===== src/verilog/pin_mux_pkg.sv =====
package pin_mux_pkg;

  // ----------------------------------------------------------------
  // register bus map
  // ----------------------------------------------------------------
  localparam int          ADDR_W        = 8;
  localparam int          DATA_W        = 8;
  localparam logic [7:0]  PA_ADDR_OFF   = 8'h00;
  localparam logic [7:0]  PA_CTL_OFF    = 8'h01;
  localparam logic [7:0]  PA_IN_OFF     = 8'h02;
  localparam logic [7:0]  PA_OUT_OFF    = 8'h03;
  localparam logic [7:0]  PB_ADDR_OFF   = 8'h04;
  localparam logic [7:0]  PB_CTL_OFF    = 8'h05;
  localparam logic [7:0]  PB_IN_OFF     = 8'h06;
  localparam logic [7:0]  PB_OUT_OFF    = 8'h07;
  localparam logic [7:0]  PC_ADDR_OFF   = 8'h08;
  localparam logic [7:0]  PC_CTL_OFF    = 8'h09;
  localparam logic [7:0]  PC_IN_OFF     = 8'h0a;
  localparam logic [7:0]  PC_OUT_OFF    = 8'h0b;
  localparam logic [7:0]  LED_EN_OFF    = 8'h0c;
  localparam logic [7:0]  LED_LVL_H_OFF = 8'h0d;
  localparam logic [7:0]  LED_LVL_L_OFF = 8'h0e;

  // ----------------------------------------------------------------
  // subregister index held in a port address register
  // ----------------------------------------------------------------
  localparam logic [7:0]  SUB_DIR       = 8'h01;
  localparam logic [7:0]  SUB_AF        = 8'h02;
  localparam logic [7:0]  SUB_SET_ONE   = 8'h07;
  localparam logic [7:0]  SUB_SET_TWO   = 8'h08;

  // ----------------------------------------------------------------
  // reset values and field positions
  // ----------------------------------------------------------------
  localparam logic [7:0]  ADDR_RST      = 8'h00;
  localparam logic [7:0]  DIR_RST       = 8'hff;
  localparam logic [7:0]  AF_RST        = 8'h00;
  localparam logic [7:0]  PA_AF_RST_8P  = 8'h04;
  localparam logic [7:0]  SET_RST       = 8'h00;
  localparam logic [7:0]  OUT_RST       = 8'h00;
  localparam logic [7:0]  LED_RST       = 8'h00;
  localparam int          RESET_PIN_BIT = 2;
  localparam int          PKG_8_PIN     = 8;
  localparam int          PKG_20_PIN    = 20;
  localparam int          PKG_28_PIN    = 28;

  // sink current code, {high bit, low bit} per pin
  typedef enum logic [1:0] {SINK_3MA, SINK_7MA, SINK_13MA, SINK_20MA} led_level_e;

endpackage : pin_mux_pkg


===== src/verilog/port_alt_function_led_mux.sv =====
// Added by the designer: the register offsets and strobed register access.
`timescale 1ns/10ps
module port_alt_function_led_mux
  import pin_mux_pkg::*;
#(
  parameter int PKG_PINS = PKG_28_PIN
)(
  input  wire logic        mclk_i,
  input  wire logic        rst_b_i,
  input  wire logic [7:0]  addr_i,
  input  wire logic [7:0]  wdata_i,
  input  wire logic        wr_i,
  input  wire logic        rd_i,
  output logic      [7:0]  rdata_o,
  input  wire logic [7:0]  pa_in_i,
  input  wire logic [7:0]  pb_in_i,
  input  wire logic [7:0]  pc_in_i,
  output logic      [7:0]  pa_out_o,
  output logic      [7:0]  pa_oe_o,
  output logic      [7:0]  pb_out_o,
  output logic      [7:0]  pb_oe_o,
  output logic      [7:0]  pc_out_o,
  output logic      [7:0]  pc_oe_o,
  input  wire logic        timer0_out_i,
  input  wire logic        timer0_out_n_i,
  input  wire logic        timer0_drives_i,
  input  wire logic        timer1_out_i,
  input  wire logic        timer1_out_n_i,
  input  wire logic        timer1_drives_i,
  input  wire logic        uart_drv_en_i,
  input  wire logic        uart_txd_i,
  input  wire logic        comparator_output_i,
  output logic             timer0_in_o,
  output logic             timer1_in_o,
  output logic             uart_cts_o,
  output logic             uart_rxd_o,
  output logic             external_clock_input_o,
  output logic      [7:0]  analog_en_o,
  output logic             vref_en_o,
  output logic             comparator_positive_input_o,
  output logic             comparator_negative_input_o,
  output logic      [7:0]  led_sink_en_o,
  output logic      [15:0] led_level_o,
  output logic             ext_reset_req_o
);

  // ----------------------------------------------------------------
  // helpers
  // ----------------------------------------------------------------
  function automatic logic [7:0] pick_bits(input logic [7:0] sel,
                                           input logic [7:0] alt,
                                           input logic [7:0] gpio);
    pick_bits = (sel & alt) | (~sel & gpio);
  endfunction : pick_bits

  localparam bit SMALL_PKG = (PKG_PINS == PKG_8_PIN);
  localparam bit VREF_ON_B = (PKG_PINS == PKG_28_PIN);
  localparam bit VREF_ON_C = (PKG_PINS == PKG_20_PIN);
  localparam logic [7:0] PA_AF_RESET = SMALL_PKG ? PA_AF_RST_8P : AF_RST;

  // ----------------------------------------------------------------
  // bus decode
  // ----------------------------------------------------------------
  wire pa_addr_wr = wr_i && (addr_i == PA_ADDR_OFF);
  wire pa_ctl_wr  = wr_i && (addr_i == PA_CTL_OFF);
  wire pb_addr_wr = wr_i && (addr_i == PB_ADDR_OFF);
  wire pb_ctl_wr  = wr_i && (addr_i == PB_CTL_OFF);
  wire pc_addr_wr = wr_i && (addr_i == PC_ADDR_OFF);
  wire pc_ctl_wr  = wr_i && (addr_i == PC_CTL_OFF);
  wire led_en_wr  = wr_i && (addr_i == LED_EN_OFF);
  wire led_h_wr   = wr_i && (addr_i == LED_LVL_H_OFF);
  wire led_l_wr   = wr_i && (addr_i == LED_LVL_L_OFF);

  logic [7:0] pa_sub, pa_dir, pa_af, pa_ctl_rd;
  logic [7:0] pb_sub, pb_dir, pb_af, pb_set_one, pb_ctl_rd;
  logic [7:0] pc_sub, pc_dir, pc_af, pc_set_one, pc_ctl_rd;
  logic [7:0] led_en, led_h, led_l;
  logic [7:0] pa_out_reg, pb_out_reg, pc_out_reg;
  logic [7:0] rdata_reg;

  // ----------------------------------------------------------------
  // port configuration banks
  // ----------------------------------------------------------------
  // port A carries no set registers, they read as zero
  port_cfg_bank #(.HAS_SET(1'b0), .AF_RESET(PA_AF_RESET)) u_port_a (
    .mclk_i      (mclk_i),
    .rst_b_i     (rst_b_i),
    .addr_wr_i   (pa_addr_wr),
    .ctl_wr_i    (pa_ctl_wr),
    .wdata_i     (wdata_i),
    .sub_addr_o  (pa_sub),
    .dir_o       (pa_dir),
    .af_o        (pa_af),
    .set_one_o   (),
    .set_two_o   (),
    .ctl_rdata_o (pa_ctl_rd)
  );

  port_cfg_bank #(.HAS_SET(1'b1), .AF_RESET(AF_RST)) u_port_b (
    .mclk_i      (mclk_i),
    .rst_b_i     (rst_b_i),
    .addr_wr_i   (pb_addr_wr),
    .ctl_wr_i    (pb_ctl_wr),
    .wdata_i     (wdata_i),
    .sub_addr_o  (pb_sub),
    .dir_o       (pb_dir),
    .af_o        (pb_af),
    .set_one_o   (pb_set_one),
    .set_two_o   (),
    .ctl_rdata_o (pb_ctl_rd)
  );

  port_cfg_bank #(.HAS_SET(1'b1), .AF_RESET(AF_RST)) u_port_c (
    .mclk_i      (mclk_i),
    .rst_b_i     (rst_b_i),
    .addr_wr_i   (pc_addr_wr),
    .ctl_wr_i    (pc_ctl_wr),
    .wdata_i     (wdata_i),
    .sub_addr_o  (pc_sub),
    .dir_o       (pc_dir),
    .af_o        (pc_af),
    .set_one_o   (pc_set_one),
    .set_two_o   (),
    .ctl_rdata_o (pc_ctl_rd)
  );

  // ----------------------------------------------------------------
  // function selection
  // ----------------------------------------------------------------
  // set two never appears below: it only stores a value
  wire [7:0] pb_alt_one  = pb_af & pb_set_one;
  wire [7:0] pc_alt_one  = pc_af & pc_set_one;
  wire       pa2_is_rst  = SMALL_PKG && pa_af[RESET_PIN_BIT];

  wire [7:0] pa_alt_out = {timer1_out_i, timer1_out_n_i, uart_txd_i, 1'b0, 1'b0,
                           uart_drv_en_i, timer0_out_i, timer0_out_n_i};
  wire [7:0] pa_alt_oe  = {1'b1, timer1_drives_i, 1'b1, 1'b0, 1'b0,
                           ~pa2_is_rst, 1'b1, timer0_drives_i};
  wire [7:0] pc_alt_out = {4'h0, comparator_output_i, 3'h0};
  wire [7:0] pc_alt_oe  = {4'h0, pc_af[3] & ~pc_set_one[3], 3'h0};

  // a cleared enable falls back to data direction and output data
  wire [7:0] pa_out_next = pick_bits(pa_af, pa_alt_out, pa_out_reg);
  wire [7:0] pa_oe_next  = pick_bits(pa_af, pa_alt_oe, ~pa_dir);
  wire [7:0] pb_out_next = pick_bits(pb_af, 8'h00, pb_out_reg);
  wire [7:0] pb_oe_next  = pick_bits(pb_af, 8'h00, ~pb_dir);
  wire [7:0] pc_out_next = pick_bits(pc_af, pc_alt_out, pc_out_reg);
  wire [7:0] pc_oe_next  = pick_bits(pc_af, pc_alt_oe, ~pc_dir);

  wire [7:0] analog_next = {pb_alt_one[4], pc_alt_one[2:0], pb_alt_one[3:0]};
  wire       vref_next   = (VREF_ON_B && pb_alt_one[5])
                        || (VREF_ON_C && pc_alt_one[2]);
  wire       external_clock_input_next  = pb_af[3] & ~pb_set_one[3] & pb_in_i[3];
  wire       t0_in_next  = pa_af[0] & ~timer0_drives_i & pa_in_i[0];
  wire       t1_in_next  = pa_af[6] & ~timer1_drives_i & pa_in_i[6];
  // the pin is sampled only while the reset function owns it
  wire       rst_req_next = pa2_is_rst & ~pa_in_i[RESET_PIN_BIT];

  // ----------------------------------------------------------------
  // LED sink drivers
  // ----------------------------------------------------------------
  led_sink_ctrl u_led (
    .mclk_i              (mclk_i),
    .rst_b_i             (rst_b_i),
    .en_wr_i             (led_en_wr),
    .lvl_h_wr_i          (led_h_wr),
    .lvl_l_wr_i          (led_l_wr),
    .wdata_i             (wdata_i),
    .led_mode_i          (pc_alt_one),
    .led_driver_enable_o (led_en),
    .led_level_high_o    (led_h),
    .led_level_low_o     (led_l),
    .sink_en_o           (led_sink_en_o),
    .level_o             (led_level_o)
  );

  // ----------------------------------------------------------------
  // read data and output data registers
  // ----------------------------------------------------------------
  wire [7:0] rd_word = (addr_i == PA_ADDR_OFF)   ? pa_sub     :
                       (addr_i == PA_CTL_OFF)    ? pa_ctl_rd  :
                       (addr_i == PA_IN_OFF)     ? pa_in_i    :
                       (addr_i == PA_OUT_OFF)    ? pa_out_reg :
                       (addr_i == PB_ADDR_OFF)   ? pb_sub     :
                       (addr_i == PB_CTL_OFF)    ? pb_ctl_rd  :
                       (addr_i == PB_IN_OFF)     ? pb_in_i    :
                       (addr_i == PB_OUT_OFF)    ? pb_out_reg :
                       (addr_i == PC_ADDR_OFF)   ? pc_sub     :
                       (addr_i == PC_CTL_OFF)    ? pc_ctl_rd  :
                       (addr_i == PC_IN_OFF)     ? pc_in_i    :
                       (addr_i == PC_OUT_OFF)    ? pc_out_reg :
                       (addr_i == LED_EN_OFF)    ? led_en     :
                       (addr_i == LED_LVL_H_OFF) ? led_h      :
                       (addr_i == LED_LVL_L_OFF) ? led_l      : 8'h00;

  // read data stand for one cycle only, zero otherwise
  always_ff @(posedge mclk_i or negedge rst_b_i)
  begin
    if (!rst_b_i)
      rdata_reg <= 8'h00;
    else
      rdata_reg <= rd_i ? rd_word : 8'h00;
  end

  always_ff @(posedge mclk_i or negedge rst_b_i)
  begin
    if (!rst_b_i)
    begin
      pa_out_reg <= OUT_RST;
      pb_out_reg <= OUT_RST;
      pc_out_reg <= OUT_RST;
    end
    else
    begin
      if (wr_i && addr_i == PA_OUT_OFF)
        pa_out_reg <= wdata_i;
      if (wr_i && addr_i == PB_OUT_OFF)
        pb_out_reg <= wdata_i;
      if (wr_i && addr_i == PC_OUT_OFF)
        pc_out_reg <= wdata_i;
    end
  end

  // ----------------------------------------------------------------
  // pin and peripheral outputs
  // ----------------------------------------------------------------
  // one flop stage so every output is glitch free
  always_ff @(posedge mclk_i or negedge rst_b_i)
  begin
    if (!rst_b_i)
    begin
      pa_out_o <= 8'h00;
      pa_oe_o  <= 8'h00;
      pb_out_o <= 8'h00;
      pb_oe_o  <= 8'h00;
      pc_out_o <= 8'h00;
      pc_oe_o  <= 8'h00;
    end
    else
    begin
      pa_out_o <= pa_out_next;
      pa_oe_o  <= pa_oe_next;
      pb_out_o <= pb_out_next;
      pb_oe_o  <= pb_oe_next;
      pc_out_o <= pc_out_next;
      pc_oe_o  <= pc_oe_next;
    end
  end

  always_ff @(posedge mclk_i or negedge rst_b_i)
  begin
    if (!rst_b_i)
    begin
      timer0_in_o                 <= 1'b0;
      timer1_in_o                 <= 1'b0;
      uart_cts_o                  <= 1'b0;
      uart_rxd_o                  <= 1'b0;
      external_clock_input_o      <= 1'b0;
      analog_en_o                 <= 8'h00;
      vref_en_o                   <= 1'b0;
      comparator_positive_input_o <= 1'b0;
      comparator_negative_input_o <= 1'b0;
      ext_reset_req_o             <= 1'b0;
    end
    else
    begin
      timer0_in_o                 <= t0_in_next;
      timer1_in_o                 <= t1_in_next;
      uart_cts_o                  <= pa_af[3] & pa_in_i[3];
      uart_rxd_o                  <= pa_af[4] & pa_in_i[4];
      external_clock_input_o      <= external_clock_input_next;
      analog_en_o                 <= analog_next;
      vref_en_o                   <= vref_next;
      comparator_positive_input_o <= pc_alt_one[0];
      comparator_negative_input_o <= pc_alt_one[1];
      ext_reset_req_o             <= rst_req_next;
    end
  end

  assign rdata_o = rdata_reg;

  // ----------------------------------------------------------------
  // checks
  // ----------------------------------------------------------------
  property p_pa_enable;
    @(posedge mclk_i) disable iff (!rst_b_i)
    pa_af[1] |=> pa_oe_o[1] && (pa_out_o[1] == $past(timer0_out_i));
  endproperty
  a_pa_enable: assert property (p_pa_enable) else $error("pa1 not timer out");

  property p_timer_dir;
    @(posedge mclk_i) disable iff (!rst_b_i)
    pa_af[0] |=> (pa_oe_o[0] == $past(timer0_drives_i))
             && (timer0_in_o == ($past(pa_in_i[0]) && !$past(timer0_drives_i)));
  endproperty
  a_timer_dir: assert property (p_timer_dir) else $error("pa0 timer dir wrong");

  property p_pb_analog;
    @(posedge mclk_i) disable iff (!rst_b_i)
    (pb_af[0] && pb_set_one[0]) ##1 (pb_af[0] && pb_set_one[0]) |-> ##1 analog_en_o[0];
  endproperty
  a_pb_analog: assert property (p_pb_analog) else $error("pb0 analog missing");

  property p_pb_clock;
    @(posedge mclk_i) disable iff (!rst_b_i)
    (pb_af[3] && !pb_set_one[3])
      |=> (external_clock_input_o == $past(pb_in_i[3])) && !analog_en_o[3];
  endproperty
  a_pb_clock: assert property (p_pb_clock) else $error("pb3 clock route wrong");

  property p_vref_pkg;
    @(posedge mclk_i) disable iff (!rst_b_i)
    vref_en_o |-> $past((PKG_PINS == PKG_28_PIN && pb_af[5] && pb_set_one[5])
                     || (PKG_PINS == PKG_20_PIN && pc_af[2] && pc_set_one[2]));
  endproperty
  a_vref_pkg: assert property (p_vref_pkg) else $error("vref on wrong package");

  property p_led_gate;
    @(posedge mclk_i) disable iff (!rst_b_i)
    ##1 ((led_sink_en_o & ~($past(pc_af) & $past(pc_set_one) & $past(led_en))) == 8'h00);
  endproperty
  a_led_gate: assert property (p_led_gate) else $error("led sink without enables");

  property p_led_level;
    @(posedge mclk_i) disable iff (!rst_b_i)
    ##1 (led_level_o[15:14] == {$past(led_h[7]), $past(led_l[7])});
  endproperty
  a_led_level: assert property (p_led_level) else $error("led level mismatch");

  property p_reset_pin;
    @(posedge mclk_i) disable iff (!rst_b_i)
    (SMALL_PKG && pa_af[RESET_PIN_BIT] && !pa_in_i[RESET_PIN_BIT]) |=> ext_reset_req_o;
  endproperty
  a_reset_pin: assert property (p_reset_pin) else $error("reset pin low ignored");

  property p_reset_restore;
    @(posedge mclk_i)
    $rose(rst_b_i) |-> (pa_af == PA_AF_RESET);
  endproperty
  a_reset_restore: assert property (p_reset_restore) else $error("pa af not restored");

  property p_sub_write;
    @(posedge mclk_i) disable iff (!rst_b_i)
    (pc_ctl_wr && pc_sub == SUB_SET_ONE) |=> (pc_set_one == $past(wdata_i));
  endproperty
  a_sub_write: assert property (p_sub_write) else $error("set one write lost");

  property p_plain_gpio;
    @(posedge mclk_i) disable iff (!rst_b_i)
    (pc_af == 8'h00) |=> (pc_oe_o == ~$past(pc_dir)) && (pc_out_o == $past(pc_out_reg));
  endproperty
  a_plain_gpio: assert property (p_plain_gpio) else $error("gpio fallback broken");

endmodule : port_alt_function_led_mux


===== src/verilog/port_cfg_bank.sv =====
`timescale 1ns/10ps
module port_cfg_bank
  import pin_mux_pkg::*;
#(
  parameter bit         HAS_SET  = 1'b1,
  parameter logic [7:0] AF_RESET = AF_RST
)(
  input  wire logic       mclk_i,
  input  wire logic       rst_b_i,
  input  wire logic       addr_wr_i,
  input  wire logic       ctl_wr_i,
  input  wire logic [7:0] wdata_i,
  output logic      [7:0] sub_addr_o,
  output logic      [7:0] dir_o,
  output logic      [7:0] af_o,
  output logic      [7:0] set_one_o,
  output logic      [7:0] set_two_o,
  output logic      [7:0] ctl_rdata_o
);

  logic [7:0] addr_reg;
  logic [7:0] dir_reg;
  logic [7:0] af_reg;
  logic [7:0] set_one_reg;
  logic [7:0] set_two_reg;

  // set two is kept only for readback, it steers nothing
  always_ff @(posedge mclk_i or negedge rst_b_i)
  begin
    if (!rst_b_i)
    begin
      addr_reg    <= ADDR_RST;
      dir_reg     <= DIR_RST;
      af_reg      <= AF_RESET;
      set_one_reg <= SET_RST;
      set_two_reg <= SET_RST;
    end
    else
    begin
      if (addr_wr_i)
        addr_reg <= wdata_i;
      if (ctl_wr_i && addr_reg == SUB_DIR)
        dir_reg <= wdata_i;
      if (ctl_wr_i && addr_reg == SUB_AF)
        af_reg <= wdata_i;
      if (ctl_wr_i && addr_reg == SUB_SET_ONE)
        set_one_reg <= wdata_i;
      if (ctl_wr_i && addr_reg == SUB_SET_TWO)
        set_two_reg <= wdata_i;
    end
  end

  assign sub_addr_o  = addr_reg;
  assign dir_o       = dir_reg;
  assign af_o        = af_reg;
  assign set_one_o   = HAS_SET ? set_one_reg : 8'h00;
  assign set_two_o   = HAS_SET ? set_two_reg : 8'h00;
  assign ctl_rdata_o = (addr_reg == SUB_DIR)     ? dir_reg   :
                       (addr_reg == SUB_AF)      ? af_reg    :
                       (addr_reg == SUB_SET_ONE) ? set_one_o :
                       (addr_reg == SUB_SET_TWO) ? set_two_o : 8'h00;

endmodule : port_cfg_bank


===== src/verilog/led_sink_ctrl.sv =====
`timescale 1ns/10ps
module led_sink_ctrl
  import pin_mux_pkg::*;
(
  input  wire logic        mclk_i,
  input  wire logic        rst_b_i,
  input  wire logic        en_wr_i,
  input  wire logic        lvl_h_wr_i,
  input  wire logic        lvl_l_wr_i,
  input  wire logic [7:0]  wdata_i,
  input  wire logic [7:0]  led_mode_i,
  output logic      [7:0]  led_driver_enable_o,
  output logic      [7:0]  led_level_high_o,
  output logic      [7:0]  led_level_low_o,
  output logic      [7:0]  sink_en_o,
  output logic      [15:0] level_o
);

  logic [7:0]  led_driver_enable_reg;
  logic [7:0]  led_level_high_reg;
  logic [7:0]  led_level_low_reg;
  logic [7:0]  sink_en_reg;
  logic [15:0] level_reg;
  logic [15:0] level_next;

  always_ff @(posedge mclk_i or negedge rst_b_i)
  begin
    if (!rst_b_i)
    begin
      led_driver_enable_reg <= LED_RST;
      led_level_high_reg    <= LED_RST;
      led_level_low_reg     <= LED_RST;
    end
    else
    begin
      if (en_wr_i)
        led_driver_enable_reg <= wdata_i;
      if (lvl_h_wr_i)
        led_level_high_reg <= wdata_i;
      if (lvl_l_wr_i)
        led_level_low_reg <= wdata_i;
    end
  end

  always_comb
  begin
    for (int i = 0; i < 8; i++)
      level_next[2*i +: 2] = {led_level_high_reg[i], led_level_low_reg[i]};
  end

  always_ff @(posedge mclk_i or negedge rst_b_i)
  begin
    if (!rst_b_i)
    begin
      sink_en_reg <= 8'h00;
      level_reg   <= 16'h0000;
    end
    else
    begin
      sink_en_reg <= led_mode_i & led_driver_enable_reg;
      level_reg   <= level_next;
    end
  end

  assign led_driver_enable_o = led_driver_enable_reg;
  assign led_level_high_o    = led_level_high_reg;
  assign led_level_low_o     = led_level_low_reg;
  assign sink_en_o           = sink_en_reg;
  assign level_o             = level_reg;

endmodule : led_sink_ctrl


===== config.mk =====
export PLATFORM = sky130hd
export DESIGN_NAME = port_alt_function_led_mux
export DESIGN_NICKNAME = d
export VERILOG_FILES = /design/src/verilog/pin_mux_pkg.sv /design/src/verilog/port_alt_function_led_mux.sv /design/src/verilog/port_cfg_bank.sv /design/src/verilog/led_sink_ctrl.sv
export SDC_FILE = /design/constraint.sdc
export NUM_CORES = 1
export LEC_CHECK = 0
export ABC_AREA = 1
export BUFFER_PORTS_ARGS = -buffer_cell sky130_fd_sc_hd__buf_2
export CAP_MARGIN = 20
export CORE_ASPECT_RATIO = 0.9
export CORE_UTILIZATION = 45
export CTS_CLUSTER_DIAMETER = 100
export DETAILED_ROUTE_END_ITERATION = 10
export GPL_TIMING_DRIVEN = 0
export PLACE_DENSITY = 0.72
export SYNTH_ARGS = -nofsm -noshare
export SYNTH_HDL_FRONTEND = slang
export SYNTH_SLANG_ARGS = --single-unit

===== constraint.sdc =====
create_clock -name mclk_i -period 5.1 [get_ports mclk_i]
set_input_delay 0.765 -clock mclk_i [delete_from_list [all_inputs] [get_ports mclk_i]]
set_output_delay 0.765 -clock mclk_i [all_outputs]
set_load 0.01 [all_outputs]

==> summary by stage, run 1 <==
Run status
The run finished with clean final reports.

Route
The via total after detailed routing is 8,974. After detailed routing, the total wire length is 29,800 um. The per-cell via count in the routed design is 5.29. The remaining number of nets flagged by the antenna check after routing is 0. The first-pass detailed-route iteration total is 5. In the routed design, unresolved DRC markers number 0. The wire length per cell is 17.6 um. The first routing iteration left 1,100 violations.

Die
The floorplan step set the die width to 162 um. The initial utilization of the core area, before any placement, comes to 0.460. The I/O pin count is 150.

The height of the die is 146 um. The core region is 0.0226 mm^2. The number of placement rows is 52. The area enclosed by the die boundary is 0.0237 mm^2.

Clock network
The clock tree from TritonCTS is yes. The number of instances resized during post-cts repair is 0. The clock-pin slew on the worst setup and hold paths is 0.06 ns.

The post-CTS setup buffer count is 0. The clock latency on the worst-skew pair is 0.54 ns. Clock tree synthesis inserted a total of 26 buffers. The number of hold-repair buffers added at the cts stage is 0. Counting every sink on the clock net gives 246. In this run the deepest clock path goes through 3 buffers. The total number of H-tree levels is 1.

The tree is rooted in a clkbuf_16.

Finish
The net count of the finished layout is 1,433. The area used by multi-input combinational logic is 0.00358 mm^2. Of the cells placed in the final design, the portion with a size suffix greater than 1 is 0.189. The finished layout holds 1,697 standard cells, fillers aside.

The number of antenna diodes in the final layout is 0. The area added between synthesis and finish is 20.1%. The flip-flop count of the largest register, all copies and words added is 16.

Summing all flip-flop and latch instances after layout gives 0.00619 mm^2. The library cell used most frequently in the layout, excluding fill and tap cells, is nand2_1. At the end of the flow the core is filled with cells to 0.552. The library cells used most frequently in the layout, excluding fill and tap cells, are nand2_1, dfrtp_1, o21ai_0, buf_2, inv_1. Fill cells in the final layout number 2,025.

STA
The worst slew margin relative to its limit is 0.461. The worst clock skew is 0.0103 ns. The portion of the clock cycle consumed by the worst path in the final layout is 0.479. Setup violations remaining at the end of the flow were counted as 0. In the final timing run, aggregate negative setup slack is 0 ns. The shortest period the worst path allows is 2.44 ns. The measured slew at the worst slew-check pin is 0.809 ns. The maximum clock frequency is 409 MHz.

Setup repair after global routing left no endpoint under its margin. The number of max-slew violations in the final report is 0. The number of hold violations in the final report was 0.

Hold path
The worst min-delay path class is in2async.

Power
In this run the power spent charging and discharging nets is 0.000977 W. Across the VDD grid, the largest voltage drop is 0.220 mV. The portion of total power attributed to combinational logic is 0.055. Of the total power, the share spent switching nets is 0.230. Cell internal power was estimated by the tool at 0.00327 W. In this run the static leakage power is 6.08 nW. The sequential share of power is 0.477. The fraction of power consumed by the clock network is 0.467. Power spread over the standard cell area amounts to 341 mW/mm^2.

Place
The count of placed standard cells including taps is 1,649. The congestion estimate from routability-driven global placement came to 0.898. Summed over all nets, the half-perimeter wirelength after detailed placement is 20,600 um.

During placement, the flow inserted port buffers numbering 148.

Yosys
Synthesis produced a netlist whose cell count is 1,202. The netlist uses 37 different library cells. Ranked by total cell area, the synthesized netlist is headed by dfrtp_1, nand2_1, o21ai_0, dfstp_2, inv_1.

The number of synthesized register bits is 246. The fraction of the yosys area taken by sequential cells is 0.596. A synthesized cell averages 8.64 um^2. The library cell occupying the most area in the post-synthesis netlist is dfrtp_1.

The number of nets in the synthesized netlist is 1,255. The count of warnings emitted by yosys is 0. Among all flip-flop cells after synthesis, the most frequent one is dfrtp_1.

The proportion of netlist area held by the largest area contributor is 0.535. The cell area that synthesis handed to floorplanning was 0.0104 mm^2. Counting flops with an async set or reset pin after synthesis yields a share of 1.00. The number of synthesized flops with an enable pin is 0.

Setup path
The worst endpoint required time is 5.54 ns. The largest driver fanout on the critical path is 7. The critical path startpoint category is an input pin. The setup path with the least slack is of type in2reg. Walking the worst path, the cells encountered are buf_2 -> nor2_1 -> nand2_2 -> inv_2 -> nand2_1 -> inv_1 -> nand2_1 -> nand2_1 -> nor2_1 -> nand3b_1 -> nand2_1 -> nand3_1 -> nand2_1 -> nand2_1 -> nand2_1 -> nand4_1 -> nand2_1 -> a21oi_1.

In this run the register-to-register setup slack is 2.74 ns. The reg-to-reg critical path endpoint is rdata_o[5]$_DFF_PN0_. The most used cell along the critical path is nand2_1. At the worst endpoint, the arrival time is 2.89 ns. The kind of end point of the critical path is a flop. The worst register-to-register path has a depth of 16. The startpoint of the worst register-to-register path is u_port_c.sub_addr_o[6]$_DFFE_PN0P_. In this design, the stage delay of the slowest critical-path cell is 0.27 ns.

For this design, the slowest cell found on the critical path is nor2_1.

Flow run
The number of max-cap violations is 0.

Global route
The number of global-route vias before repair is 8,433. The maximum number of pins on one net before global-route repair is 125. After global routing the overflow that remains totals 0. For this run, the total global-route usage over all layers was measured as 0.255. The first global-routing pass estimated 46,400 um of wire.

The initial antenna violation count is 0.
[area by class of cell]
cell class	count	area share
multi-input cells	799	0.287
clock inverters	9	0.0101
flip-flops and latches	246	0.496
clock buffers	39	0.0626
repair buffers	150	0.0646
plain buffers	39	0.0143
inverters	118	0.0355
well taps	297	0.0298
[worst max-delay path: cells and delay by family]
kind            cells  cell delay (ns)
compound gates      1             0.17
buf+inv             3             0.43
simple gates       14             1.50
[cells in the mapped netlist, types with 2 or more instances]
master and instances:
nand2_1 388, dfrtp_1 222, o21ai_0 171, inv_1 106, nor2_1 76, nand3_1 55
a21oi_1 32, dfstp_2 24, clkbuf_1 23, buf_2 11, o21ai_1 11, inv_2 9
o211ai_1 8, nand4_1 7, nor3_1 7, nor2_4 6, nor2_2 5, or2_2 5
nor4_1 4, a31oi_1 3, buf_4 3, clkinv_1 3, nand2_2 3, nand3b_1 3
or2_0 3, a221o_1 2, nand3_2 2
[routing by layer]
layer / routed length, um / track usage / vias to the layer above
met5: 0 / 0 / -
met4: 786 / 0.0840 / 0
met3: 2610 / 0.0480 / 58
met2: 13000 / 0.376 / 427
met1: 13500 / 0.378 / 4284
li1: - / - / 4205
[kinds of logic (layout without fill, tap and decap cells)]
family,Yosys count,after routing,share of synthesized area
AND/OR/NAND/NOR,568,568,0.229
flip-flops,246,246,0.596
AO/OA/AOI/OAI,230,230,0.115
buffers and inverters,157,355,0.0599
other,1,1,0.000361
[power groups by stage]
stage          registers [W]  clock network (W)  logic (W)
2_1_floorplan        0.00206                  0  0.0000919
3_3_place_gp         0.00206                  0   0.000223
3_5_place_dp         0.00206                  0   0.000233
4_1_cts              0.00203            0.00200   0.000235
5_1_grt              0.00203            0.00209   0.000262
6_report             0.00203            0.00199   0.000235
[metrics by stage]
step	hold slack [ns]	cell area [um^2]	setup WS, ns	power, W
finish	0.258	12500	2.66	0.00425
global route	0.343	12500	2.49	0.00439
CTS	0.314	12500	2.76	0.00427
detailed placement	0.395	11600	2.20	0.00229
global placement	0.394	11500	-0.949	0.00228
floorplan	0.368	10400	2.89	0.00215
[how the worst max path moves through the flow]
stage,start,end,cells after the start
floorplan,addr_i[7],rdata_o[3]$_DFF_PN0_,11
global placement,rst_b_i,analog_en_o[7]$_DFF_PN0_,1
detailed placement,addr_i[5],rdata_o[2]$_DFF_PN0_,18
CTS,addr_i[5],rdata_o[2]$_DFF_PN0_,18
global route,addr_i[5],rdata_o[4]$_DFF_PN0_,18
finish,addr_i[5],rdata_o[2]$_DFF_PN0_,18
(Power assumes the default switching activity.)
==> run 2, diff against run 1 <==
--- a/config.mk
+++ b/config.mk
@@ -5,7 +5,7 @@
 export SDC_FILE = /design/constraint.sdc
 export NUM_CORES = 1
 export LEC_CHECK = 0
-export ABC_AREA = 1
+export ABC_AREA = 0
 export BUFFER_PORTS_ARGS = -buffer_cell sky130_fd_sc_hd__buf_2
 export CAP_MARGIN = 20
 export CORE_ASPECT_RATIO = 0.9
@@ -13,7 +13,7 @@
 export CTS_CLUSTER_DIAMETER = 100
 export DETAILED_ROUTE_END_ITERATION = 10
 export GPL_TIMING_DRIVEN = 0
-export PLACE_DENSITY = 0.72
+export PLACE_DENSITY = 0.74
 export SYNTH_ARGS = -nofsm -noshare
 export SYNTH_HDL_FRONTEND = slang
 export SYNTH_SLANG_ARGS = --single-unit
==> constraint.sdc (replaced) <==
create_clock -name mclk_i -period 2.07 [get_ports mclk_i]
set_input_delay 0.3105 -clock mclk_i [delete_from_list [all_inputs] [get_ports mclk_i]]
set_output_delay 0.3105 -clock mclk_i [all_outputs]
set_load 0.01 [all_outputs]
==> summary by stage, run 2 <==
Run status
The flow ran to the end, but the final reports show violations. The checks that failed: DRC, setup timing.

STA
The number of hold violations in the final report is 0 (unchanged). Setup repair after global routing could not meet its margin everywhere. The aggregate negative setup slack is -0.519 ns (-0.519 ns).

The worst slew margin relative to its limit was 0.420 (-0.0413). The measured slew at the worst slew-check pin is 0.871 ns (+0.0619 ns). The post-layout worst setup margin is -0.159 ns (-2.81 ns). The maximum clock frequency is 449 MHz. In the finished design, the share of the clock period the worst path needs comes to 1.08. The worst clock skew came to 0.0105 ns (+0.000261 ns). The total setup violations reported at the end of the flow is 6 (+6). The shortest period the worst path allows is 2.23 ns. The number of max-slew violations in the final report is 0 (unchanged).

Power
The net switching power of the design came to 0.00252 W (+160%). The portion of total power attributed to combinational logic came to 0.089 (+0.034). The fraction of power consumed by the clock network is 0.422 (-0.045). The largest voltage drop on the vdd net was 0.524 mV (+140%). The net switching share of the total power was 0.245 (+0.0154). The leakage power was 6.32 nW (+3.8%). The design internal power came to 0.00775 W (+140%). The power per cell area is 772 mW/mm^2 (+130%). The sequential share of power was 0.489 (+0.012).

Yosys
The async set-reset flop share out of synthesis is 1.00 (unchanged). The mean instance size in the synthesized netlist came to 12.3 um^2 (+43%). The proportion of netlist area held by the largest area contributor is 0.511 (-0.0242). In the synthesized netlist, the cells that appear most often are dfrtp_1, mux2_2, nor2_1. The library cell occupying the most area in the post-synthesis netlist is dfrtp_1. The synthesized instance count is 881 (-27%). The arithmetic-cell share of the synthesized area counting full adders, half adders and majority gates is 0 (unchanged). The number of nets in the synthesized netlist is 934 (-26%). The mux contribution to synthesized area is 0.186 (+0.186). The parity-gate share of the synthesized area counting xor and xnor cells is 0 (unchanged). The count of unique library cells instantiated by Yosys is 67 (+81%). The number of synthesized flops with an enable pin is 0 (unchanged). The complex-gate fraction of the synthesized area is 0.0997 (-0.0152). The fraction of the yosys area taken by sequential cells is 0.569 (-0.0269).

The area fraction in and, or, nand and nor cells after synthesis came to 0.120 (-0.109). The dominant register cell in the synthesized netlist is dfrtp_1. By area the synthesized netlist is led by dfrtp_1, mux2_2, dfstp_2, nor2b_1, nor2_1.

The largest family of logic cells by synthesized area is multiplexers. In the post-synthesis netlist, the cell with the most instances is dfrtp_1. The post-synthesis cell area is 0.0109 mm^2 (+4.7%). The count of warnings emitted by yosys is 0 (unchanged). The number of synthesized register bits is 246 (unchanged).

Route
The post-detailed-routing wire length is 32,700 um (+9.5%). The post-detailed-route DRC marker count is 13 (+13). The count of routing violations after the opening detailed-route iteration is 816 (-26%). The first-pass detailed-route iteration total came to 8 (+3). The remaining number of nets flagged by the antenna check after routing was 0 (unchanged). The via total after detailed routing was 8,129 (-9.4%). The per-cell via count in the routed design is 5.86 (+11%). The wire length per cell was 23.5 um (+34%).

Finish
The net count of the finished layout is 1,121 (-22%). The area added between synthesis and finish is 22.3%. The final cell count without fillers is 1,388 (-18%).

The number of diodes added for antenna fixing is 0 (unchanged). The proportion of layout cells with a drive suffix above 1 is 0.428 (+0.240). The flip-flop count of the largest register, all copies and words added is 16 (unchanged).

The number of inserted filler cells in the final layout is 1,969 (-2.8%). The post-route core utilization is 0.565 (+0.0128). The most common cell after layout, fill and taps aside is dfrtp_1.

In the layout the commonest cells are dfrtp_1, mux2_2, buf_2, nor2_1, nand2_1.

Clock network
The worst-case clock buffer depth is 3 (unchanged). The total number of H-tree levels is 1 (unchanged). The clock root buffer is clkbuf_16. The number of clock sinks is 246 (unchanged).

The clock buffer count from CTS is 25 (-3.8%). The clock-pin slew on the worst setup and hold paths is 0.06 ns (about the same). The clock tree from TritonCTS is yes. The clock latency on the worst-skew pair is 0.52 ns (-0.02 ns).

Place
The weighted congestion reported at the end of routability-driven placement came to 0.976 (+8.8%). The worst slack at placement is -0.967 ns (-3.17 ns). The number of buffers added on ports is 134 (-9.5%). The estimated wirelength of the detail-placed design is 22,700 um (+10%). The count of placed standard cells including taps is 1,319 (-20%).

Global route
The wire length of the first global-routing pass was 48,900 um (+5.3%). The maximum number of pins on one net before global-route repair is 102 (-18%). The initial antenna violation count was 0 (unchanged). The number of global-route vias before repair came to 7,821 (-7.3%). The overall routing resource usage came to 0.264 (+0.00932).

The total congestion overflow is 0 (unchanged).

Die
The height of the die is 149 um (+2.3%). The initial core utilization is 0.462 (+0.00204). The area enclosed by the die boundary is 0.0248 mm^2 (+4.7%). The I/O pin count is 150 (unchanged). The die boundary width came to 166 um (+2.3%).

The core area is 0.0235 mm^2 (+4.3%). The number of placement rows came to 53 (+1.9%).

Hold path
The worst min-delay path class is in2reg.

Setup path
The worst endpoint required time is 2.47 ns (-3.07 ns). The worst setup path is of the reg2reg kind. The cell with the largest stage delay on the worst path is dfrtp_2.

The worst setup path is captured at a flop. The data arrival at the endpoint of the critical path came to 2.63 ns (-0.26 ns). The largest driver fanout on the critical path came to 4 (-3). The critical path startpoint category is a flop. The largest stage delay on the critical path is 0.43 ns (+0.16 ns). Traced cell by cell, the critical path runs through nor4_4 -> clkbuf_8 -> buf_12 -> nand4_1 -> buf_4 -> o211ai_1 -> a211oi_2 -> o221a_2.

Flow run
The number of max-cap violations was 0 (unchanged).
[run 2: cell types whose count changed after synthesis, moves of 22 or more]
cell,before,now
nand2_1,388,42
mux2_2,0,159
o21ai_0,171,22
inv_1,106,10
nand3_1,55,17
nor2b_1,0,37
nor2_1,76,54
[run 2: layout make-up]
class,count,area (um^2),share of cell area
flip-flops and latches,246,6190,0.465
repair buffers,164,1010,0.0760
clock buffers,35,703,0.0529
multi-input cells,568,4650,0.350
inverters,11,42.5,0.00320
plain buffers,52,244,0.0183
clock inverters,10,81.3,0.00611
well taps,302,378,0.0284
[run 2: logic make-up after synthesis]
group	count (synthesis)
AO/OA/AOI/OAI	157
other	1
flip-flops	246
multiplexers	177
buffers and inverters	67
AND/OR/NAND/NOR	233
[run 2: routing by layer]
layer  GRT usage  vias to the layer above  wire length, um
met5           0                        -                0
li1            -                     3596                -
met2       0.393                      371            14200
met1       0.403                     4113            15400
met3      0.0426                       49             2390
met4      0.0650                        0              725
[run 2: path summary, 6_finish.rpt]
| kind | from | end | slack (ns) | depth (start not counted) |
|---|---|---|---|---|
| hold / removal | comparator_output_i | pc_out_o[3]$_DFF_PN0_ | 0.02 | 3 |
| setup / recovery | u_port_c.sub_addr_o[6]$_DFFE_PN0P_ | rdata_o[3]$_DFF_PN0_ | -0.16 | 8 |
| max in group asynchronous | rst_b_i | u_port_b.sub_addr_o[0]$_DFFE_PN0P_ | 0.45 | 4 |
| min in group asynchronous | rst_b_i | u_port_c.af_o[6]$_DFFE_PN0P_ | 0.36 | 2 |
| setup reg to reg | u_port_c.sub_addr_o[6]$_DFFE_PN0P_ | rdata_o[3]$_DFF_PN0_ | -0.16 | 8 |
| hold reg to reg | u_led.led_level_high_o[1]$_DFFE_PN0P_ | u_led.level_o[3]$_DFF_PN0_ | 0.41 | 0 |
[run 2: what timing repair did]
item                                   CTS  global route
setup buffers                           12            14
gates resized for setup                 44            33
pin swaps                               12            19
hold buffers                             3             0
endpoints found under the hold margin   75             0
setup endpoints to repair               96           102
[run 2: critical path, delay by kind of cell, from the launching register on]
family / cells / cell delay [ns]
buf+inv: 3 / 0.53
simple gates: 2 / 0.54
compound gates: 3 / 0.61
flops: 1 / 0.43
[run 2: per-stage QoR]
step | hold WS (ns) | total power, W | instance area [um^2]
detailed placement | 0.339 | 0.00590 | 12000
finish | 0.0247 | 0.0103 | 13300
global placement | 0.387 | 0.00587 | 12000
global route | 0.0154 | 0.0106 | 13300
CTS | 0.0123 | 0.0103 | 13100
floorplan | 0.0149 | 0.00548 | 10900
[run 2: power by group through the flow]
stage | logic, W | clock network, W | registers, W
floorplan | 0.000392 | 0 | 0.00509
global placement | 0.000779 | 0 | 0.00509
detailed placement | 0.000800 | 0 | 0.00510
CTS | 0.000858 | 0.00440 | 0.00501
global route | 0.000972 | 0.00459 | 0.00503
finish | 0.000911 | 0.00434 | 0.00502
==> run 3, diff against run 2 <==
--- a/config.mk
+++ b/config.mk
@@ -8,7 +8,7 @@
 export ABC_AREA = 0
 export BUFFER_PORTS_ARGS = -buffer_cell sky130_fd_sc_hd__buf_2
 export CAP_MARGIN = 20
-export CORE_ASPECT_RATIO = 0.9
+export CORE_ASPECT_RATIO = 1.25
 export CORE_UTILIZATION = 45
 export CTS_CLUSTER_DIAMETER = 100
 export DETAILED_ROUTE_END_ITERATION = 10
==> constraint.sdc (replaced) <==
create_clock -name mclk_i -period 2.07 [get_ports mclk_i]
set_input_delay 0.1035 -clock mclk_i [delete_from_list [all_inputs] [get_ports mclk_i]]
set_output_delay 0.1035 -clock mclk_i [all_outputs]
set_load 0.01 [all_outputs]
==> summary by stage, run 3 (synthesized netlist as in run 2, its figures left out) <==
Run status
The flow ran to the end, but the final reports show violations. The checks that failed: setup timing.

Route
The count of routing violations after the opening detailed-route iteration came to 612 (-25%). The per-cell via count in the routed design was 5.77 (-1.4%). The wire length per cell was 23.4 um (-0.50%).

The via total after detailed routing is 8,193 (+0.79%). The first-pass detailed-route iteration total came to 5 (-3). The remaining number of nets flagged by the antenna check after routing is 0 (unchanged). The post-detailed-routing wire length is 33,200 um (+1.7%).

The post-detailed-route DRC marker count is 0 (-13).

Power
The portion of total power attributed to combinational logic was 0.086 (-0.003). The largest voltage drop on the vdd net is 0.611 mV (+17%). The sequential share of power is 0.485 (-0.004).

The sum of internal, switching and leakage power came to 0.0104 W (+0.91%). The leakage power is 6.33 nW (+0.19%). The power per cell area is 772 mW/mm^2 (about the same). The net switching power of the design is 0.00251 W (-0.23%). The fraction of power consumed by the clock network is 0.429 (+0.007).

The net switching share of the total power came to 0.243 (-0.00278). The design internal power came to 0.00785 W (+1.3%).

Setup path
The worst register-to-register path begins at u_port_c.sub_addr_o[6]$_DFFE_PN0P_. The setup path with the least slack is of type reg2reg. The largest stage delay on the critical path is 0.43 ns (about the same). The reg2reg setup slack is -0.15 ns (about the same). The largest driver fanout on the critical path is 5 (+1). The worst endpoint required time was 2.53 ns (+0.06 ns). The number of cells on the worst reg-to-reg path is 7 (-1). The worst setup path is launched from a flop. The reg-to-reg critical path endpoint is rdata_o[1]$_DFF_PN0_. The timing endpoint of the critical path is rdata_o[1]$_DFF_PN0_. The critical path goes through nor4_4 -> clkbuf_8 -> and4b_2 -> o2bb2ai_1 -> o21ai_1 -> a211oi_2 -> o221a_2. The critical path starts at u_port_c.sub_addr_o[6]$_DFFE_PN0P_. The data arrival at the endpoint of the critical path came to 2.68 ns (+0.05 ns). The worst setup path is captured at a flop.

The slowest stage of the critical path belongs to the cell dfrtp_2.

STA
The shortest period the worst path allows came to 2.22 ns (-0.00899 ns). The portion of the clock cycle consumed by the worst path in the final layout was 1.07 (-0.00434). The worst slew margin relative to its limit is 0.361 (-0.0587). The worst clock skew is 0.0143 ns (+0.00381 ns).

The number of max-slew violations in the final report is 0 (unchanged). The maximum clock frequency is 451 MHz (+0.41%). The aggregate negative setup slack is -0.854 ns (-0.335 ns). The measured slew at the worst slew-check pin is 0.959 ns (+0.0881 ns).

The total setup violations reported at the end of the flow is 14 (+8). Setup repair after global routing could not meet its margin everywhere. The number of hold violations in the final report is 0 (unchanged). The post-layout worst setup margin is -0.150 ns (+0.00899 ns). The worst hold-check slack came to 0.0527 ns (+0.0279 ns).

Global route
The maximum number of pins on one net before global-route repair came to 112 (+9.8%). The overall routing resource usage is 0.271 (+0.00692). The total congestion overflow is 0 (unchanged). The wire length of the first global-routing pass is 49,800 um (+1.9%).

The initial antenna violation count came to 0 (unchanged). The number of global-route vias before repair is 8,215 (+5.0%).

Flow run
The number of max-cap violations was 0 (unchanged).

Die
The die boundary width is 141 um (-15%). The core area is 0.0237 mm^2 (+0.79%). The height of the die was 176 um (+18%). The I/O pin count was 150 (unchanged). The initial core utilization was 0.458 (-0.00361). The number of placement rows is 63 (+19%). The area enclosed by the die boundary is 0.0248 mm^2 (about the same).

Finish
The top cell types in the final layout, fill and taps aside, are dfrtp_1, mux2_2, buf_2, nor2_1, nand2_1. The number of inserted filler cells in the final layout was 2,013 (+2.2%). The flip-flop count of the largest register, all copies and words added came to 16 (unchanged). The number of diodes added for antenna fixing was 0 (unchanged). The proportion of layout cells with a drive suffix above 1 is 0.407 (-0.0214). The net count of the finished layout came to 1,130 (+0.80%). Relative to the synthesized area, the layout overhead comes to 23.4%. The cell area after layout is 0.0134 mm^2 (+0.89%). The library cell used most frequently in the layout, excluding fill and tap cells, is dfrtp_1.

Clock network
The clock buffer count from CTS is 24 (-4.0%). The clock-pin slew on the worst setup and hold paths is 0.06 ns (about the same). The clock latency on the worst-skew pair came to 0.53 ns (about the same).

The number of clock sinks is 246 (unchanged). The clock root buffer is clkbuf_16. The clock tree from TritonCTS is yes. The worst-case clock buffer depth was 3 (unchanged).

The total number of H-tree levels was 1 (unchanged).

Place
The estimated wirelength of the detail-placed design came to 23,600 um (+3.9%). The weighted congestion reported at the end of routability-driven placement is 0.983 (+0.65%). The post-detailed-placement cell area is 0.0120 mm^2 (about the same). The number of buffers added on ports is 134 (unchanged).

Hold path
The worst hold path belongs to the class in2reg.
-- run 3: cell types whose count changed in the layout (fill, tap and decap cells not counted), moves of 3 or more --
| cell | change |
|---|---|
| buf_4 | -3 |
| nor2b_1 | +3 |
| clkinv_2 | -5 |
| clkbuf_1 | +6 |
| mux2_2 | -5 |
| dlygate4sd3_1 | +12 |
| mux2_4 | +5 |
| clkbuf_2 | -4 |
-- run 3: per-stage QoR --
step,util,std cells,worst slack [ns]
after global routing,0.566,1419,-0.191
after global placement,0.504,1340,-3.29
after detailed placement,0.507,1342,-0.867
after floorplan,-,881,0.00643
final,0.566,1419,-0.150
after CTS,0.557,1409,-0.134
-- run 3: cell type report --
cell class              count  area (um^2)  share of cell area
flip-flops and latches    246         6190               0.461
multi-input cells         568         4640               0.346
repair buffers            173         1110              0.0830
clock buffers              36          707              0.0527
well taps                 325          407              0.0303
plain buffers              53          238              0.0177
clock inverters             7         90.1             0.00671
inverters                  11         41.3             0.00308
-- run 3: what timing repair did --
item	in CTS	in global routing
hold buffers	15	0
resized for setup	34	26
endpoints found under the setup margin	80	64
pin swaps	13	11
cloned	0	0
hold endpoints to repair	162	0
buffers inserted	11	11
-- run 3: power groups by stage --
stage | sequential [W] | clock (W) | combinational [W]
5_1_grt | 0.00503 | 0.00470 | 0.000958
3_5_place_dp | 0.00510 | 0 | 0.000804
6_report | 0.00502 | 0.00445 | 0.000893
3_3_place_gp | 0.00510 | 0 | 0.000784
2_1_floorplan | 0.00509 | 0 | 0.000389
4_1_cts | 0.00502 | 0.00452 | 0.000863
-- run 3: critical path: cells and delay by family (launching register included) --
family          cells  cell delay (ns)
simple gates        2             0.66
compound gates      4             0.86
buf+inv             1             0.20
flops               1             0.43
-- run 3: how the worst min path moves through the flow --
stage                               end  slack [ns]       startpoint  depth (start not counted)
3_5_place_dp   analog_en_o[5]$_DFF_PN0_        0.03          rst_b_i                          1
5_1_grt            rdata_o[3]$_DFF_PN0_        0.06             rd_i                          2
4_1_cts            rdata_o[1]$_DFF_PN0_        0.04             rd_i                          2
6_report           rdata_o[1]$_DFF_PN0_        0.05             rd_i                          2
2_1_floorplan  analog_en_o[0]$_DFF_PN0_       -0.19          rst_b_i                          0
3_3_place_gp      timer1_in_o$_DFF_PN0_        0.28  timer1_drives_i                          2
-- run 3: per-layer routing --
metal	routed length [um]	up-vias	track usage
met5	0	-	0
li1	-	3597	-
met2	16200	356	0.453
met3	2120	100	0.0458
met1	13200	4140	0.341
met4	1700	0	0.137
